`config.mk`:
```
export PLATFORM = sky130hd
export DESIGN_NAME = host_serial_config_port
export DESIGN_NICKNAME = d
export VERILOG_FILES = /design/src/pkg/serial_port_pkg.sv /design/src/pin_sync.sv /design/src/host_serial_config_port.sv
export SDC_FILE = /design/constraint.sdc
export NUM_CORES = 2
export LEC_CHECK = 0
export BUFFER_PORTS_ARGS = -buffer_cell sky130_fd_sc_hd__buf_2
export CELL_PAD_IN_SITES_DETAIL_PLACEMENT = 0
export CELL_PAD_IN_SITES_GLOBAL_PLACEMENT = 1
export CORE_UTILIZATION = 35
export DETAILED_ROUTE_END_ITERATION = 8
export MAX_ROUTING_LAYER = met4
export PLACE_DENSITY = 0.65
export SLEW_MARGIN = 20
export SYNTH_ARGS = -nofsm -noshare
export SYNTH_HDL_FRONTEND = slang
export SYNTH_SLANG_ARGS = --single-unit
```
`constraint.sdc`:
```
create_clock -name sys_clk -period 2.8 [get_ports sys_clk]
set_clock_uncertainty 0.15 [all_clocks]
set_input_delay 0.56 -clock sys_clk [delete_from_list [all_inputs] [get_ports sys_clk]]
set_output_delay 0.56 -clock sys_clk [all_outputs]
set_load 0.01 [all_outputs]
```
`src/pkg/serial_port_pkg.sv`:
```
// Purpose: Shared constants for the host serial configuration port.
// Assumes: 16-bit frame: flag, 7 address bits, 8 data bits, MSB first.
// Notes:   Read flag polarity is a plain default.
package serial_port_pkg;
  localparam int unsigned FRAME_BITS = 16;
  localparam int unsigned ADDR_BITS  = 7;
  localparam int unsigned DATA_BITS  = 8;
  localparam int unsigned NUM_REGS   = 128;
  localparam logic        READ_FLAG  = 1'b1;
  localparam logic [7:0]  REG_RESET  = 8'h00;
  localparam logic [3:0]  CNT_RESET  = 4'h0;
  localparam logic [3:0]  CNT_ADDR_DONE = 4'h7;
  localparam logic [3:0]  CNT_LAST   = 4'hF;
  localparam logic [1:0]  SYNC_RESET = 2'h3;
endpackage

```
`src/pin_sync.sv`:
```
// Purpose: Two-flop synchroniser for one asynchronous pin.
// Assumes: Reset value given by parameter.
// Notes:   The first stage is read only by the second stage.
`timescale 1ns/10ps
module pin_sync #(
  parameter logic RST_VAL = 1'b0
) (
  input  wire logic sys_clk,
  input  wire logic arst_n,
  input  wire logic async_in,
  output logic      sync_out
);
  logic meta_r;

  // Two register stages toward the system clock.
  always_ff @(posedge sys_clk or negedge arst_n) begin
    if (!arst_n) begin
      meta_r   <= RST_VAL;
      sync_out <= RST_VAL;
    end else begin
      meta_r   <= async_in;
      sync_out <= meta_r;
    end
  end
endmodule

```
`src/host_serial_config_port.sv`:
```
// Purpose: Serial command register port for a host processor, with hardware-mode pin reuse.
// Assumes: Serial clock far slower than sys_clk; all pins synchronised first.
// Notes:   Bit 0 flag, bits 1-7 address, bits 8-15 data, MSB first.
//
// What this block does
// - Read shifts addressed register out serially.
// - Output changes only on serial clock falls.
// - Output tri-stated after read completes.
// - Hardware mode: output pin is monitor strap.
// - Input bits sampled on serial clock rises.
// - Hardware mode: input pin is power strap.
// - Low strap hardware mode, high host mode.
`timescale 1ns/10ps
module host_serial_config_port
  import serial_port_pkg::*;
(
  input  wire logic sys_clk,
  input  wire logic arst_n,
  input  wire logic host_or_strap_select,
  input  wire logic serial_clk,
  input  wire logic chip_sel_n,
  input  wire logic serial_cmd_in,
  input  wire logic serial_read_out_i,
  output logic      serial_read_out_o,
  output logic      serial_read_out_oe,
  output logic      receive_monitor_strap,
  output logic      receiver_power_strap,
  output logic      host_mode,
  output logic      write_strobe,
  output logic [6:0] write_addr,
  output logic [7:0] write_data
);
  typedef enum logic [2:0] {
    ST_IDLE = 3'b001,
    ST_SHIFT = 3'b010,
    ST_DONE = 3'b100
  } phase_t;

  logic       mode_s, clk_s, cs_n_s, sdi_s, mon_s;
  logic       clk_d_r;
  logic       rise, fall;
  phase_t     phase_r;
  logic [3:0] cnt_r;
  logic       is_read_r;
  logic [6:0] addr_r;
  logic [7:0] data_r;
  logic [7:0] shift_r;
  logic [7:0] regs_r [NUM_REGS];

  ////////////////////////////////////////////////////////////////////////
  // Pin synchronisers.
  pin_sync #(.RST_VAL(1'b1)) u_mode (.sys_clk(sys_clk), .arst_n(arst_n),
    .async_in(host_or_strap_select), .sync_out(mode_s));
  pin_sync #(.RST_VAL(1'b0)) u_clk (.sys_clk(sys_clk), .arst_n(arst_n),
    .async_in(serial_clk), .sync_out(clk_s));
  pin_sync #(.RST_VAL(1'b1)) u_cs (.sys_clk(sys_clk), .arst_n(arst_n),
    .async_in(chip_sel_n), .sync_out(cs_n_s));
  pin_sync #(.RST_VAL(1'b0)) u_sdi (.sys_clk(sys_clk), .arst_n(arst_n),
    .async_in(serial_cmd_in), .sync_out(sdi_s));
  pin_sync #(.RST_VAL(1'b0)) u_mon (.sys_clk(sys_clk), .arst_n(arst_n),
    .async_in(serial_read_out_i), .sync_out(mon_s));

  // Mode and strap outputs; straps read pins only in hardware mode.
  always_ff @(posedge sys_clk or negedge arst_n) begin
    if (!arst_n) begin
      host_mode             <= 1'b1;
      receive_monitor_strap <= 1'b0;
      receiver_power_strap  <= 1'b0;
    end else begin
      host_mode <= mode_s;
      if (!mode_s) begin
        receive_monitor_strap <= mon_s;
        receiver_power_strap  <= sdi_s;
      end
    end
  end

  ////////////////////////////////////////////////////////////////////////
  // Serial clock edge detection on the synchronised copy.
  always_ff @(posedge sys_clk or negedge arst_n) begin
    if (!arst_n) begin
      clk_d_r <= 1'b0;
    end else begin
      clk_d_r <= clk_s;
    end
  end

  assign rise = clk_s & ~clk_d_r;
  assign fall = ~clk_s & clk_d_r;

  // Frame sequencing: one bit captured on each of the first sixteen rising edges while selected in host mode.
  always_ff @(posedge sys_clk or negedge arst_n) begin
    if (!arst_n) begin
      phase_r   <= ST_IDLE;
      cnt_r     <= CNT_RESET;
      is_read_r <= 1'b0;
      addr_r    <= '0;
      data_r    <= REG_RESET;
    end else if (cs_n_s || !mode_s) begin
      phase_r <= ST_IDLE;
      cnt_r   <= CNT_RESET;
    end else if (rise && phase_r != ST_DONE) begin
      phase_r <= (cnt_r == CNT_LAST) ? ST_DONE : ST_SHIFT;
      cnt_r   <= cnt_r + 4'h1;
      if (cnt_r == CNT_RESET) begin
        is_read_r <= (sdi_s == READ_FLAG);
      end else if (cnt_r <= CNT_ADDR_DONE) begin
        addr_r <= {addr_r[5:0], sdi_s};
      end else begin
        data_r <= {data_r[6:0], sdi_s};
      end
    end
  end

  ////////////////////////////////////////////////////////////////////////
  // Command register array, written when a write frame finishes.
  always_ff @(posedge sys_clk or negedge arst_n) begin
    if (!arst_n) begin
      for (int i = 0; i < NUM_REGS; i++) begin
        regs_r[i] <= REG_RESET;
      end
    end else if (write_strobe) begin
      regs_r[addr_r] <= {data_r[6:0], sdi_s};
    end
  end

  assign write_strobe = mode_s && !cs_n_s && rise && phase_r == ST_SHIFT
                        && cnt_r == CNT_LAST && !is_read_r;

  // Published copy of the last write.
  always_ff @(posedge sys_clk or negedge arst_n) begin
    if (!arst_n) begin
      write_addr <= '0;
      write_data <= REG_RESET;
    end else if (write_strobe) begin
      write_addr <= addr_r;
      write_data <= {data_r[6:0], sdi_s};
    end
  end

  ////////////////////////////////////////////////////////////////////////
  // Read data: loaded on the falling edge after the last address bit.
  always_ff @(posedge sys_clk or negedge arst_n) begin
    if (!arst_n) begin
      shift_r            <= REG_RESET;
      serial_read_out_o  <= 1'b0;
      serial_read_out_oe <= 1'b0;
    end else if (cs_n_s || !mode_s) begin
      serial_read_out_oe <= 1'b0;
    end else if (fall && is_read_r && phase_r == ST_SHIFT) begin
      if (cnt_r == CNT_ADDR_DONE + 4'h1) begin
        shift_r            <= {regs_r[addr_r][6:0], 1'b0};
        serial_read_out_o  <= regs_r[addr_r][7];
        serial_read_out_oe <= 1'b1;
      end else if (cnt_r > CNT_ADDR_DONE + 4'h1) begin
        shift_r           <= {shift_r[6:0], 1'b0};
        serial_read_out_o <= shift_r[7];
      end
    end else if (fall && phase_r == ST_DONE) begin
      serial_read_out_oe <= 1'b0;
    end
  end

  ////////////////////////////////////////////////////////////////////////
  // Checks.
  a_out_on_fall: assert property (@(posedge sys_clk) disable iff (!arst_n)
    $changed(serial_read_out_o) |-> $past(fall))
    else $error("read output changed off a falling edge");
  a_oe_off_idle: assert property (@(posedge sys_clk) disable iff (!arst_n)
    $past(cs_n_s) |-> !serial_read_out_oe)
    else $error("read output driven while deselected");
  a_hw_no_drive: assert property (@(posedge sys_clk) disable iff (!arst_n)
    !mode_s |=> !serial_read_out_oe)
    else $error("read output driven in hardware mode");
  a_power_strap: assert property (@(posedge sys_clk) disable iff (!arst_n)
    !mode_s |=> receiver_power_strap == $past(sdi_s))
    else $error("power strap not following pin");
  a_mon_strap: assert property (@(posedge sys_clk) disable iff (!arst_n)
    !mode_s |=> receive_monitor_strap == $past(mon_s))
    else $error("monitor strap not following pin");
  a_mode_follow: assert property (@(posedge sys_clk) disable iff (!arst_n)
    ##1 host_mode == $past(mode_s))
    else $error("host mode not following strap");
  a_count_on_rise: assert property (@(posedge sys_clk) disable iff (!arst_n)
    (cnt_r != $past(cnt_r) && cnt_r != CNT_RESET) |-> $past(rise))
    else $error("bit counted off a rising edge");
  a_write_frame: assert property (@(posedge sys_clk) disable iff (!arst_n)
    write_strobe |=> phase_r == ST_DONE && cnt_r == CNT_RESET)
    else $error("write outside sixteenth bit");
  a_write_lands: assert property (@(posedge sys_clk) disable iff (!arst_n)
    write_strobe |=> regs_r[write_addr] == write_data)
    else $error("written byte not stored at its address");
  a_oe_read_only: assert property (@(posedge sys_clk) disable iff (!arst_n)
    serial_read_out_oe |-> is_read_r)
    else $error("read output driven during a write frame");
  a_strap_hold: assert property (@(posedge sys_clk) disable iff (!arst_n)
    mode_s && $past(mode_s) |-> $stable(receiver_power_strap))
    else $error("power strap moved in host mode");
  a_read_drive: assert property (@(posedge sys_clk) disable iff (!arst_n)
    $rose(serial_read_out_oe) |-> is_read_r && $past(fall))
    else $error("read output enabled without read frame");

  c_write: cover property (@(posedge sys_clk) disable iff (!arst_n) write_strobe);
  c_read: cover property (@(posedge sys_clk) disable iff (!arst_n) $fell(serial_read_out_oe));
  c_hw: cover property (@(posedge sys_clk) disable iff (!arst_n) $fell(host_mode));
  c_read_start: cover property (@(posedge sys_clk) disable iff (!arst_n) $rose(serial_read_out_oe));
  c_host_back: cover property (@(posedge sys_clk) disable iff (!arst_n) $rose(host_mode));
endmodule

```
==> summary.md <==
| Metric | Value |
|---|---|
| Mapped Area | `51880 um2` |
| Skew-Pair Late Insertion Delay | `0.75 ns` |
| Largest net degree at the start of global routing | `115` |
| Ys flop type | `dfrtp_1` |
| Worst hold path type | `in -> async` |
| Yosys cell types | `87` |
| VDD IR max | `0.5469 mV` |
| Commonest cells after routing, fill and taps aside | `1065 x dfrtp_1, 964 x mux2_2, 335 x buf_4` |
| Buffers & Inverters on Critical Path | `5` |
| Final setup viols | `5` |
| Worst path top cell family by delay | `buffers and inverters` |
| Drt first pass iters | `8` |
| Commonest non-fill, non-tap cell in the layout | `dfrtp_1` |
| Dpl cells | `5681` |
| Synth Area in XOR/XNOR | `0.05065%` |
| Max stage delay cell, worst path | `dfrtp_4` |
| Gr usage total | `22.45%` |
| Final Hold Violating Endpoints | `0` |
| Clock period minus worst slack | `2.890 ns` |
| Antenna violations before repair | `1` |
| R2R Path Start | `addr_r[1]` |
| Die Span X | `387.0 um` |
| Critical-path maximum fanout | `8` |
| Synth area leaders | `dfrtp_1 52%, mux2_2 21%, nor2_8 4.8%, mux4_2 3.1%, mux2_1 2.8%` |
| Power density over the cells | `535.6 nW/um2` |
| Share of cells above drive strength 1 | `50.14%` |
| DP Worst Slack | `-0.3514 ns` |
| Adder-cell share of the synthesized area | `0.04824%` |
| Number of synthesized flops with an enable pin | `0` |
| Final ANT Viol Nets | `0` |
| CTS tree | `done` |
| Worst Max-Slew Pin Slew | `1.060 ns` |
| FILL cells | `13411` |
| Sequential fraction of the synthesis area | `52.30%` |
| Finished Layout Cells | `5948` |
| Most frequent CP cell | `buf_12` |
| Io pins | `28` |
| RSZ-0062 raised after global routing | `true` |
| Global-route wire length before repair | `244300 um` |
| DIE HEIGHT | `387.0 um` |
| Avg WL per Cell | `27.40 um` |
| Syn_area_per_cell | `14.47 um2` |
| Largest family of logic cells by synthesized area | `multiplexers` |
| Fin. max-slew vios | `0` |
| Vias in the first global route | `34037` |
| Leak Pwr | `31.46 nW` |
| Final nets | `3944` |
| Multi-input gate area | `23860 um2` |
| WP data required | `3.27 ns` |
| Routability cong. | `0.9058` |
| Crit path capture type | `flip-flop` |
| Status | `finished, violations left` |
| Cell Rows | `140` |
| Clock Path Buffers | `3` |
| DRC Markers | `0` |
| Simple-gate portion of the synthesized area | `8.352%` |
| Crit path DAT | `3.36 ns` |
| H-tree depth | `3` |
| Final worst path period share | `103.2%` |
| Compound-Gate Fraction of Synth Area | `7.245%` |
| Max-cap violations | `0` |
| Starting Density | `35.42%` |
| Synth warn | `0` |
| FF+latch count, synth | `1084` |
| Layout Utilization | `42.91%` |
| Vias | `33149` |
| CP Class | `reg -> reg` |
| Clock Tree Root | `clkbuf_16` |
| Critical path cell sequence | `buf_12 -> buf_12 -> buf_16 -> buf_6 -> mux4_2 -> o211a_1 -> nor4_2 -> buf_4 -> a311o_1 -> a41oi_2` |
| CTS Buf Count | `116` |
| Global route overflow | `0` |
| Post-synth top area cell | `dfrtp_1` |
| Dpl cell area | `57480 um2` |
| Clock slew at reported path FFs | `0.06 ns` |
| PortBufs | `27` |
| Share of synthesized registers carrying an async set or reset | `100.0%` |
| Post-DP HPWL | `110300 um` |
| Worst Hold Slack | `0.1673 ns` |
| Num Clock Sinks | `1084` |
| Max Fclk | `346.1 MHz` |
| Syn_nets | `3594` |
| Initial DRC count | `2688` |
| Setup TNS | `-0.2078 ns` |
| Final WL | `163000 um` |
| Failing checks | `setup timing` |
| P&R area growth vs syn | `21.12%` |
| DR vias/cell | `5.573` |
| Max_slew headroom | `29.30%` |
| Mux contribution to synthesized area | `29.12%` |
| Die area | `149800 um2` |
| Worst setup margin | `-0.08970 ns` |
| Core area | `146400 um2` |
| Yosys top cell area share | `52.00%` |
| Syn Inst Count | `3585` |
| Power, Total | `33.65 mW` |
| Area taken by flip-flops and latches | `27180 um2` |
| Diode count | `0` |
| Slowest stage delay, CP | `0.49 ns` |
| Cell area after layout | `62830 um2` |
| Startpoint types | `flip-flop` |
| CP startpoint | `addr_r[1]` |
-- metal layers --
metal | up-vias | GRT usage, % | wire length, um
li1 | 14191 | - | -
met1 | 17801 | 31.79 | 75420
met2 | 914 | 33.71 | 74910
met3 | 243 | 2.995 | 8327
met4 | 0 | 6.070 | 4317
met5 | - | - | 0
-- synth_stat cells (all sizes together), types with 6 or more instances --
cell    count
mux2     1093
a21oi      57
buf       118
nand2     126
a221oi    128
dfstp       6
o32ai       6
o211ai     11
clkbuf    159
a31oi      12
a21o        9
nand3      16
a221o      11
a222oi     18
nand2b     14
a22o       19
and2        7
mux4       71
o221ai     18
o21ai      74
or3         6
inv         9
nor3       17
a22oi      60
nor2b      18
mux2i     120
nor2      197
dfrtp    1078
a211oi      7
o22ai      34
-- flip-flops by register name, indices dropped and copies added, names as in the netlist, 3 cells and up --
| signal | count |
|---|---|
| regs_r | 1024 |
| write_data | 8 |
| addr_r | 7 |
| data_r | 7 |
| shift_r | 7 |
| write_addr | 7 |
| cnt_r | 4 |
| phase_r | 3 |
-- cells by family after synthesis --
family	Yosys count
AOI/OAI and AO/OA	500
buffers and inverters	286
and+or+nand+nor	426
adders and majority gates	2
DFF	1084
muxes	1284
xor gates and xnor gates	3
-- power breakdown --
part	total, mW	switching [mW]	leakage [nW]	internal, mW
Sequential	15.7	0.0428	15.1	15.7
Clock	16.3	6.75	1.97	9.56
Combinational	1.62	1.06	14.4	0.552
Total	33.7	7.85	31.5	25.8
-- final timing paths --
| kind | end | slack, ns | cells after the start |
|---|---|---|---|
| setup reg to reg | shift_r[4] | -0.09 | 10 |
| hold / removal | regs_r[597] | 0.17 | 2 |
| min in group sys_clk | u_clk.sync_out | 0.21 | 0 |
| setup / recovery | shift_r[4] | -0.09 | 10 |
| hold reg to reg | u_clk.sync_out | 0.21 | 0 |
| max in group asynchronous | regs_r[995] | 1.21 | 4 |
-- area by class of cell --
type | count | share of cell area, %
multi-input cells | 2215 | 37.98
repair buffers | 509 | 8.497
clock buffers | 164 | 5.289
flip-flops and latches | 1084 | 43.26
inverters | 9 | 0.05974
clock inverters | 50 | 1.105
well taps | 1917 | 3.818
-- timing repair --
item                                    CTS  global route
pin swaps                                36            38
endpoints found under the hold margin   174             0
hold buffers                              6             0
endpoints found under the setup margin   40            17
gates resized for setup                  84            79
cloned                                    3             4
setup buffers                            25            17
No activity file was read; power rests on OpenSTA's default activity.
